<file path="src/rtl/sireg_pkg.sv">
// Overview of operation
// RL1: control bit 7 enables master engine interrupt
// RL2: slave interrupt enables, first-byte enable bit 4
// RL3: transmit-done flag bit 2, resets 1, write-0 clears
// RL4: second-byte flag bit 1, resets 0, write-0 clears
// RL5: first-byte flag bit 0, resets 0, write-0 clears
// RL6: first received byte is read-only
// RL7: shared address: read second byte, write transmit byte
// RL8: slave interrupt while enabled flag is set
`default_nettype none
package sireg_pkg;
    localparam int unsigned SIREG_AW = 12;
    localparam int unsigned SIREG_DW = 32;
    typedef logic [SIREG_AW-1:0] sireg_addr_t;
    typedef logic [SIREG_DW-1:0] sireg_word_t;
    typedef logic [7:0] sireg_byte_t;
    typedef logic [9:0] sireg_idx_t;

    // register indices; byte address is four times the index
    localparam sireg_idx_t IDX_CTRL = 10'h0EA;
    localparam sireg_idx_t IDX_RX1 = 10'h0EB;
    localparam sireg_idx_t IDX_RX2_TX = 10'h0EC;
    localparam int unsigned IDX_LSB = 2;

    localparam int unsigned BIT_MASTER_IE = 7;
    localparam int unsigned BIT_TXD_IE = 6;
    localparam int unsigned BIT_RX2_IE = 5;
    localparam int unsigned BIT_RX1_IE = 4;
    localparam int unsigned BIT_TXD_F = 2;
    localparam int unsigned BIT_RX2_F = 1;
    localparam int unsigned BIT_RX1_F = 0;

    localparam sireg_byte_t CTRL_RST = 8'h04;
    localparam sireg_byte_t CTRL_IE_MASK = 8'hF0;
    localparam sireg_byte_t CTRL_FLAG_MASK = 8'h07;
    localparam sireg_byte_t BYTE_ZERO = 8'h00;

    localparam logic [1:0] RESP_OKAY = 2'h0;
    localparam logic [1:0] RESP_SLVERR = 2'h2;

    function automatic sireg_idx_t sireg_idx(input sireg_addr_t a);
        return a[SIREG_AW-1:IDX_LSB];
    endfunction : sireg_idx

    function automatic logic sireg_hit(input sireg_addr_t a);
        sireg_idx_t i;
        i = a[SIREG_AW-1:IDX_LSB];
        return (a[IDX_LSB-1:0] == 2'h0) &&
            (i == IDX_CTRL || i == IDX_RX1 || i == IDX_RX2_TX);
    endfunction : sireg_hit
endpackage : sireg_pkg
`default_nettype wire

</file>
<file path="src/rtl/sireg_flag_if.sv">
`timescale 1ns/1ps
`default_nettype none
interface sireg_flag_if;
    import sireg_pkg::*;
    logic wr_stb;
    sireg_byte_t wr_data;
    logic ev_txd;
    logic ev_rx2;
    logic ev_rx1;
    sireg_byte_t ctrl;
    logic irq;
    modport host (output wr_stb, output wr_data, output ev_txd, output ev_rx2,
        output ev_rx1, input ctrl, input irq);
    modport unit (input wr_stb, input wr_data, input ev_txd, input ev_rx2,
        input ev_rx1, output ctrl, output irq);
endinterface : sireg_flag_if
`default_nettype wire

</file>
<file path="src/rtl/sireg_top.sv">
`timescale 1ns/1ps
`default_nettype none
module sireg_top (
    input wire logic aclk, // system clock
    input wire logic aresetn, // sync reset, active low
    // axi4-lite slave
    input wire sireg_pkg::sireg_addr_t s_axi_awaddr, // write address
    input wire logic [2:0] s_axi_awprot, // unused
    input wire logic s_axi_awvalid, // write address valid
    output logic s_axi_awready, // write address ready
    input wire sireg_pkg::sireg_word_t s_axi_wdata, // write data
    input wire logic [3:0] s_axi_wstrb, // byte lanes
    input wire logic s_axi_wvalid, // write data valid
    output logic s_axi_wready, // write data ready
    output logic [1:0] s_axi_bresp, // write response
    output logic s_axi_bvalid, // write response valid
    input wire logic s_axi_bready, // write response ready
    input wire sireg_pkg::sireg_addr_t s_axi_araddr, // read address
    input wire logic [2:0] s_axi_arprot, // unused
    input wire logic s_axi_arvalid, // read address valid
    output logic s_axi_arready, // read address ready
    output sireg_pkg::sireg_word_t s_axi_rdata, // read data
    output logic [1:0] s_axi_rresp, // read response
    output logic s_axi_rvalid, // read data valid
    input wire logic s_axi_rready, // read data ready
    // slave two-wire engine
    input wire logic slave_tx_done, // pulse: transmission finished
    input wire logic first_rx_valid, // pulse: first byte received
    input wire sireg_pkg::sireg_byte_t first_received_byte, // first byte
    input wire logic second_rx_valid, // pulse: second byte received
    input wire sireg_pkg::sireg_byte_t second_received_byte, // second byte
    output sireg_pkg::sireg_byte_t tx_byte, // byte to send to master
    output logic tx_byte_load, // pulse: tx_byte rewritten
    output logic slave_irq, // level slave interrupt
    // master two-wire engine
    input wire logic master_xfer_flag, // master byte-complete flag level
    output logic master_xfer_irq_enable, // enable bit to master engine
    output logic master_irq // level master interrupt
);
    import sireg_pkg::*;

    typedef struct packed {
        logic aw_full;
        sireg_addr_t aw_addr;
        logic w_full;
        sireg_byte_t w_byte;
        logic w_lane0;
        logic awready;
        logic wready;
        logic bvalid;
        logic [1:0] bresp;
        logic arready;
        logic rvalid;
        sireg_word_t rdata;
        logic [1:0] rresp;
        sireg_byte_t rx1;
        sireg_byte_t rx2;
        sireg_byte_t tx;
        logic tx_load;
        logic m_irq;
    } sireg_top_s;

    localparam sireg_top_s TOP_RST = '{
        aw_full: 1'b0,
        aw_addr: '0,
        w_full: 1'b0,
        w_byte: BYTE_ZERO,
        w_lane0: 1'b0,
        awready: 1'b1,
        wready: 1'b1,
        bvalid: 1'b0,
        bresp: RESP_OKAY,
        arready: 1'b1,
        rvalid: 1'b0,
        rdata: '0,
        rresp: RESP_OKAY,
        rx1: BYTE_ZERO,
        rx2: BYTE_ZERO,
        tx: BYTE_ZERO,
        tx_load: 1'b0,
        m_irq: 1'b0
    };

    sireg_top_s q_r;
    sireg_top_s q_nxt;
    logic do_wr;
    logic wr_ok;

    sireg_flag_if fl ();

    sireg_flags u_flags (
        .aclk(aclk),
        .aresetn(aresetn),
        .fl(fl.unit)
    );

    // shared address reads the second byte, never the transmit byte
    function automatic sireg_byte_t rd_byte(input sireg_idx_t i,
        input sireg_byte_t ctrl, input sireg_byte_t r1, input sireg_byte_t r2);
        sireg_byte_t v;
        v = BYTE_ZERO;
        unique case (i)
            IDX_CTRL: v = ctrl;
            IDX_RX1: v = r1; // RL6
            IDX_RX2_TX: v = r2; // RL7
            default: v = BYTE_ZERO;
        endcase
        return v;
    endfunction : rd_byte

    always_comb begin
        q_nxt = q_r;
        q_nxt.tx_load = 1'b0;
        fl.wr_stb = 1'b0;
        fl.wr_data = q_r.w_byte;
        fl.ev_txd = slave_tx_done;
        fl.ev_rx2 = second_rx_valid;
        fl.ev_rx1 = first_rx_valid;

        // engine captures; software has no write path into these
        if (first_rx_valid) begin
            q_nxt.rx1 = first_received_byte; // RL6
        end
        if (second_rx_valid) begin
            q_nxt.rx2 = second_received_byte; // RL7
        end

        // write address and data are taken in either order
        if (q_r.awready && s_axi_awvalid) begin
            q_nxt.aw_full = 1'b1;
            q_nxt.aw_addr = s_axi_awaddr;
        end
        if (q_r.wready && s_axi_wvalid) begin
            q_nxt.w_full = 1'b1;
            q_nxt.w_byte = s_axi_wdata[7:0];
            q_nxt.w_lane0 = s_axi_wstrb[0];
        end

        // the response channel stalls new writes until it drains
        do_wr = q_r.aw_full && q_r.w_full && !q_r.bvalid;
        wr_ok = sireg_hit(q_r.aw_addr);
        if (do_wr) begin
            q_nxt.aw_full = 1'b0;
            q_nxt.w_full = 1'b0;
            q_nxt.bvalid = 1'b1;
            q_nxt.bresp = wr_ok ? RESP_OKAY : RESP_SLVERR;
            // byte lane 0 carries the whole 8-bit register
            if (wr_ok && q_r.w_lane0) begin
                unique case (sireg_idx(q_r.aw_addr))
                    IDX_CTRL: fl.wr_stb = 1'b1; // RL1 RL2
                    IDX_RX2_TX: begin
                        q_nxt.tx = q_r.w_byte; // RL7
                        q_nxt.tx_load = 1'b1;
                    end
                    default: ; // read-only first byte ignores writes
                endcase
            end
        end
        if (q_r.bvalid && s_axi_bready) begin
            q_nxt.bvalid = 1'b0;
        end
        q_nxt.awready = !q_nxt.aw_full;
        q_nxt.wready = !q_nxt.w_full;

        // reads answer one cycle after the address is taken
        if (q_r.arready && s_axi_arvalid) begin
            q_nxt.arready = 1'b0;
            q_nxt.rvalid = 1'b1;
            q_nxt.rdata = {24'h000000, rd_byte(sireg_idx(s_axi_araddr),
                fl.ctrl, q_r.rx1, q_r.rx2)};
            q_nxt.rresp = sireg_hit(s_axi_araddr) ? RESP_OKAY : RESP_SLVERR;
        end
        if (q_r.rvalid && s_axi_rready) begin
            q_nxt.rvalid = 1'b0;
            q_nxt.arready = 1'b1;
        end

        q_nxt.m_irq = master_xfer_flag & fl.ctrl[BIT_MASTER_IE]; // RL1
    end

    always_ff @(posedge aclk) begin
        if (!aresetn) begin
            q_r <= TOP_RST;
        end else begin
            q_r <= q_nxt;
        end
    end

    assign s_axi_awready = q_r.awready;
    assign s_axi_wready = q_r.wready;
    assign s_axi_bresp = q_r.bresp;
    assign s_axi_bvalid = q_r.bvalid;
    assign s_axi_arready = q_r.arready;
    assign s_axi_rdata = q_r.rdata;
    assign s_axi_rresp = q_r.rresp;
    assign s_axi_rvalid = q_r.rvalid;
    assign tx_byte = q_r.tx;
    assign tx_byte_load = q_r.tx_load;
    assign slave_irq = fl.irq; // RL8
    assign master_xfer_irq_enable = fl.ctrl[BIT_MASTER_IE]; // RL1
    assign master_irq = q_r.m_irq;
endmodule : sireg_top
`default_nettype wire

</file>
<file path="src/rtl/sireg_flags.sv">
`timescale 1ns/1ps
`default_nettype none
module sireg_flags (
    input wire logic aclk, // system clock
    input wire logic aresetn, // sync reset, active low
    sireg_flag_if.unit fl // control/status access and events
);
    import sireg_pkg::*;

    typedef struct packed {
        sireg_byte_t ctrl;
        logic irq;
    } sireg_flags_s;

    localparam sireg_flags_s FLAGS_RST = '{ctrl: CTRL_RST, irq: 1'b0}; // RL3

    sireg_flags_s q_r;
    sireg_flags_s q_nxt;

    always_comb begin
        q_nxt = q_r;
        if (fl.wr_stb) begin
            // enables take the written value, flags only clear on zero
            q_nxt.ctrl = (fl.wr_data & CTRL_IE_MASK) | // RL1 RL2
                (q_r.ctrl & fl.wr_data & CTRL_FLAG_MASK); // RL3 RL4 RL5
        end
        // set after clear: an event in the clearing cycle survives
        if (fl.ev_txd) begin
            q_nxt.ctrl[BIT_TXD_F] = 1'b1; // RL3
        end
        if (fl.ev_rx2) begin
            q_nxt.ctrl[BIT_RX2_F] = 1'b1; // RL4
        end
        if (fl.ev_rx1) begin
            q_nxt.ctrl[BIT_RX1_F] = 1'b1; // RL5
        end
        q_nxt.irq = (q_nxt.ctrl[BIT_TXD_IE] & q_nxt.ctrl[BIT_TXD_F]) |
            (q_nxt.ctrl[BIT_RX2_IE] & q_nxt.ctrl[BIT_RX2_F]) |
            (q_nxt.ctrl[BIT_RX1_IE] & q_nxt.ctrl[BIT_RX1_F]); // RL8
    end

    always_ff @(posedge aclk) begin
        if (!aresetn) begin
            q_r <= FLAGS_RST;
        end else begin
            q_r <= q_nxt;
        end
    end

    assign fl.ctrl = q_r.ctrl;
    assign fl.irq = q_r.irq;
endmodule : sireg_flags
`default_nettype wire

</file>
<file path="config.mk">
export PLATFORM = sky130hd
export DESIGN_NAME = sireg_top
export DESIGN_NICKNAME = d
export VERILOG_FILES = /design/src/rtl/sireg_pkg.sv /design/src/rtl/sireg_flag_if.sv /design/src/rtl/sireg_top.sv /design/src/rtl/sireg_flags.sv
export SDC_FILE = /design/constraint.sdc
export NUM_CORES = 1
export LEC_CHECK = 0
export BUFFER_PORTS_ARGS = -buffer_cell sky130_fd_sc_hd__buf_4
export CORE_MARGIN = 2
export CORE_UTILIZATION = 45
export DETAILED_ROUTE_END_ITERATION = 7
export GPL_TIMING_DRIVEN = 0
export PLACE_DENSITY = 0.86
export REMOVE_ABC_BUFFERS = 1
export SETUP_SLACK_MARGIN = 0.5
export SLEW_MARGIN = 20
export SYNTH_ARGS = -nofsm -noshare
export SYNTH_HDL_FRONTEND = slang
export SYNTH_SLANG_ARGS = --single-unit
</file>
<file path="constraint.sdc">
create_clock -name aclk -period 2.5 [get_ports aclk]
set_clock_uncertainty 0.05 [all_clocks]
set_input_delay 0.5 -clock aclk [delete_from_list [all_inputs] [get_ports aclk]]
set_output_delay 0.5 -clock aclk [all_outputs]
set_load 0.03 [all_outputs]
</file>
Word level (Yosys, flattened, before mapping):

Cells that the tools add are included.

* input bits: 93
* word-level logic and storage cells: 74
* output and inout port bits: 53
* bits in registers: 75

* equal/unequal tests: 6
* bitwise gates (word level): 9
* reductions and logical operators: 23
* multiplexer cells: 15

Operators by type and width (count)
* $eq A10 B8 Y1 const B: 6
* $pmux W8 S3: 1
* $mux W13: 1
* $logic_and A1 B1 Y1: 10
* $mux W10: 1
* $mux W1: 9
* $or A8 B3 Y8: 1
* $mux W7: 1
* $reduce_and A3 Y1: 2
* $and A1 B1 Y1: 4
* $logic_not A2 Y1: 2
* $logic_or A1 B1 Y1: 4
* $mux W2: 2
* $reduce_or A2 Y1: 2
* $and A3 B3 Y3: 1
* $logic_not A1 Y1: 3
* $or A1 B1 Y1: 2
* $not A1 Y1: 1

Depth between registers and ports, before layout:

* word-level depth: 12
* mapped depth: 6
* depth with buffers taken out: 5

Cells and area by module:

From an unflattened synthesis, not the netlist that was laid out.

* cell total of the unflattened synthesis: 364
* area total of the unflattened synthesis: 3183.1 um^2

Modules (own cells, without submodules)
* sireg_top: cells each 323, instances 1, area an instance 2817.7 um^2
* sireg_flags: cells each 41, instances 1, area an instance 365.4 um^2

Worst setup path before layout:

OpenSTA, ideal clock, no wires.

* kind: reg2reg
* start point: register q_r (netlist bit s_axi_bvalid)
* end point: register u_flags.q_r (netlist bit u_flags.fl.irq)
* period minus slack after synthesis: 2180 ps
* stages on the path, launching flop included: 7
* path slack: 320 ps
* data arrival time: 2000 ps
* path buffers: 1
* required time: 2320 ps
* path through: dfxtp_1 nand3b_1 or4_4 or2_1 buf_6 o31ai_1 o221ai_2

* longest elaborated chain between the ends: 8
* elaborated cells between the ends (all ways): 12

Ends and longest elaborated chain
* start: declaration: RTL line sireg_top.sv:84 `sireg_top_s q_r;`
* start signal: assignment: RTL line sireg_top.sv:185 `q_r <= q_nxt;`
* $logic_not A1 Y1 (*): RTL line sireg_top.sv:140 `do_wr = q_r.aw_full && q_r.w_full && !q_r.bvalid;`
* $logic_and A1 B1 Y1 (*): RTL line sireg_top.sv:140
* $mux W1 (*): RTL line sireg_top.sv:142 `if (do_wr) begin`
* $mux W7 (*): RTL line sireg_flags.sv:22 `if (fl.wr_stb) begin`
* $mux W1, on equally long branches: RTL line sireg_flags.sv:28, sireg_flags.sv:31
* $and A1 B1 Y1, on equally long branches: RTL line sireg_flags.sv:37, sireg_flags.sv:38
* $or A1 B1 Y1: RTL line sireg_flags.sv:37 `q_nxt.irq = (q_nxt.ctrl[BIT_TXD_IE] & q_nxt.ctrl[BIT_TXD_F]) |`
* $or A1 B1 Y1 (*): RTL line sireg_flags.sv:38 `(q_nxt.ctrl[BIT_RX2_IE] & q_nxt.ctrl[BIT_RX2_F]) |`
* end signal: assignment: RTL line sireg_flags.sv:46 `q_r <= q_nxt;`
* end: declaration: RTL line sireg_flags.sv:17 `sireg_flags_s q_r;`

Mark *: on every way between the ends. The rest lies on a longest branch, timed or not.
A chain may end at the register's enable or synchronous reset.

Worst setup path after layout:

* start point: register q_r[79] (netlist bit)
* end point: register u_flags.q_r (netlist bit u_flags.fl.irq)

* longest elaborated chain between the ends: 12
* elaborated cells between the ends (all ways): 19

Ends and longest elaborated chain
* $eq A10 B8 Y1, on equally long branches: RTL line sireg_pkg.sv:49, sireg_top.sv:149
* $logic_or A1 B1 Y1 (2 in series): RTL line sireg_pkg.sv:49 `(i == IDX_CTRL || i == IDX_RX1 || i == IDX_RX2_TX);`
* $logic_and A1 B1 Y1: RTL line sireg_pkg.sv:48 `return (a[IDX_LSB-1:0] == 2'h0) &&`
* $logic_and A1 B1 Y1: RTL line sireg_top.sv:148 `if (wr_ok && q_r.w_lane0) begin`
* $mux W1 (*): RTL line sireg_top.sv:148
* $mux W1 (*): RTL line sireg_top.sv:142
* $mux W7 (*): RTL line sireg_flags.sv:22
* $mux W1, on equally long branches: RTL line sireg_flags.sv:28, sireg_flags.sv:31
* $and A1 B1 Y1, on equally long branches: RTL line sireg_flags.sv:37, sireg_flags.sv:38
* $or A1 B1 Y1: RTL line sireg_flags.sv:37
* $or A1 B1 Y1 (*): RTL line sireg_flags.sv:38

Marked as above.

==> results.json <==
{
  "drc": 0,
  "synthArstFlopShare_pct": 0,
  "rrSetupSlack_ps": 300,
  "synth.distinct_cells": 44,
  "layout.cells.non_filler": 513,
  "grt.total_usage_pct": 17.57,
  "synth_top_area_share_pct": 44.96,
  "clock_latency_ps": 340,
  "final_antenna_net_count": 0,
  "htree_levels": 3,
  "die_y_um": 88.40,
  "die_area_mm2": 0.007815,
  "grt_pass1_vias": 2306,
  "first_pass_iters": 4,
  "final_cell_mix": "buf_4 (89), dfxtp_1 (70), nand2_1 (54)",
  "synth_xor_area_share_pct": 0,
  "finalSetupTns_ps": 0,
  "core_mm2": 0.006832,
  "root_buffer": "clkbuf_8",
  "cts_num_sinks": 72,
  "drv_slew": 0,
  "yosysSeqAreaShare_pct": 44.96,
  "syn_area_per_cell_um2": 9.238,
  "drtIter0Drc": 66,
  "antenna_found_initial": 0,
  "period_minus_slack_ps": 2197,
  "area_growth_pct": 23.19,
  "synth_fa_ha_area_share_pct": 0,
  "syn_area_mm2": 0.003206,
  "whs_ps": 325.0,
  "routed_wl_mm": 6.517,
  "globalRouteOverflowTotal": 0,
  "yosys.area_share.simple_pct": 20.02,
  "synth_mux_area_share_pct": 8.899,
  "fp.dieW_um": 88.40,
  "synth_compound_area_share_pct": 12.84,
  "io_buffers": 86,
  "via_count": 2402,
  "crit_end": "u_flags.fl.irq",
  "diodes": 0,
  "worstHoldPathType": "in2reg",
  "globalplace.congestion": 0.7553,
  "cap_violations": 0,
  "start_kind": "register",
  "power_density_mw_per_mm2": 623.5,
  "place_area_mm2": 0.003675,
  "p_leak_nw": 1.699,
  "worstPathMaxFanout": 6,
  "synthTopCellsByArea": "dfxtp_1 (45%), buf_4 (10%), mux2i_1 (8.4%)",
  "reg2reg_depth": 5,
  "clk_transition_reported_paths_ps": 80,
  "setup_viol": 0,
  "critPathRequiredTime_ps": 2710,
  "worstSetupEndpointType": "register",
  "nets": 505,
  "crit_start": "q_r[79]",
  "critical_path_class": "reg2reg",
  "reg2reg_from": "q_r[79]",
  "cts_buffers": 9,
  "postLayoutCellArea_mm2": 0.003949,
  "dp_hpwl_mm": 4.868,
  "fillers": 631,
  "finalHoldViolCount": 0,
  "max-slew-margin-rel_pct": 55.56,
  "hold_depth": 3,
  "max_freq_ghz": 0.4551,
  "synth_edf_count": 0,
  "initial_core_util_pct": 46.92,
  "cts_tree": "yes",
  "grt_max_degree": 65,
  "r2r_end": "u_flags.fl.irq",
  "core.rowCount": 30,
  "synth_top_area_cell": "dfxtp_1",
  "synth_top_family_by_area": "simple AND/OR/NAND/NOR gates",
  "drive_above_1_share_pct": 29.98,
  "clockBufferDepth": 2,
  "peakVddDrop_mv": 0.3912,
  "final_common_cell": "buf_4",
  "dp_cells": 494,
  "synth_seq_cells": 72,
  "grt_pass1_wl_mm": 10.66,
  "power_mw": 2.462,
  "synth-main-ff-cell": "dfxtp_1",
  "crit_arrival_ps": 2410,
  "yosysWarningCount": 0,
  "io_pins": 146,
  "multi_input_comb_area_mm2": 0.001480,
  "drt-vias-per-instance": 4.682,
  "synthCells": 347,
  "fin_crit_sh_pct": 87.89,
  "rsz0062_at_grt": "true",
  "status": "complete, no violations",
  "hp-start": "slave_tx_done",
  "register_area_mm2": 0.001444,
  "wire_per_inst_um": 12.70,
  "worstMarginPinSlew_ps": 665.3
}
==> synthesized netlist by cell type (3+ instances only) <==
cell / instances
o21ai_0: 11
or2_2: 5
a21boi_0: 22
and2_1: 5
a21oi_1: 3
inv_1: 5
nor2b_1: 29
nor2_1: 6
dfxtp_1: 72
mux2i_1: 27
buf_4: 44
a22oi_1: 14
nand2b_1: 3
nand2_1: 54
clkbuf_1: 15
==> cells by family after synthesis <==
kind of cell,Yosys count
other,1
muxes,28
AOI/OAI and AO/OA,57
and+or+nand+nor,123
DFF,72
buffers and inverters,66
==> per-stage QoR <==
| step | setup slack (ps) | utilization (%) |
|---|---|---|
| floorplan | -189.6 | - |
| global placement | -576.2 | 53.61 |
| detailed placement | 189.8 | 53.79 |
| CTS | 221.3 | 57.69 |
| global route | 259.0 | 57.80 |
| finish | 302.7 | 57.80 |
==> timing repair <==
item,CTS,global route
hold buffers,0,0
buffers inserted,3,0
setup endpoints to repair,16,16
pin swaps,8,2
resized for setup,11,1
endpoints found under the hold margin,0,0
==> power breakdown <==
group	internal (mW)	switching [mW]	leakage (nW)
sequential	1.20	0.0343	0.590
combinational	0.134	0.171	1.01
clock	0.511	0.413	0.101
==> layer usage <==
layer	share of wire, %	vias up	routed length [µm]	GRT usage, %
li1	-	1227	-	-
met2	48	90	3159	30.28
met4	1.1	0	71	4.545
met5	0	-	0	0
met1	42	1074	2733	20.00
met3	8.5	11	553	7.649
==> worst max-delay path, stage by stage, from the launching register on <==
cell	delay, ps
dfxtp_2	320
or4b_4	530
or4_4	490
or2_4	290
mux2_4	310
o221ai_2	120
==> worst min path at each step <==
| stage | to |
|---|---|
| final | u_flags.fl.ctrl[2] |
| after detailed placement | fl.wr_data[3] |
| after floorplan | q_r[83] |
| after CTS | u_flags.fl.ctrl[2] |
| after global routing | u_flags.fl.ctrl[2] |
| after global placement | q_r[83] |
==> final cells by class <==
| class | instances | area share, % |
|---|---|---|
| timing repair buffer | 90 | 17.21 |
| sequential | 72 | 36.57 |
| inverter | 5 | 0.4753 |
| multi-input combinational | 234 | 37.48 |
| clock inverter | 5 | 1.394 |
| tap | 96 | 3.042 |
| clock buffer | 11 | 3.834 |
==> state kept, by name, indices dropped and copies added, names as in the netlist <==
register	flops
fl.wr_data	8
master_irq	1
q_r	31
s_axi_arready	1
s_axi_awready	1
s_axi_bresp	1
s_axi_bvalid	1
s_axi_rdata	8
s_axi_rresp	1
s_axi_rvalid	1
s_axi_wready	1
tx_byte	8
tx_byte_load	1
u_flags.fl.ctrl	7
u_flags.fl.irq	1
(Power assumes the default switching activity.)
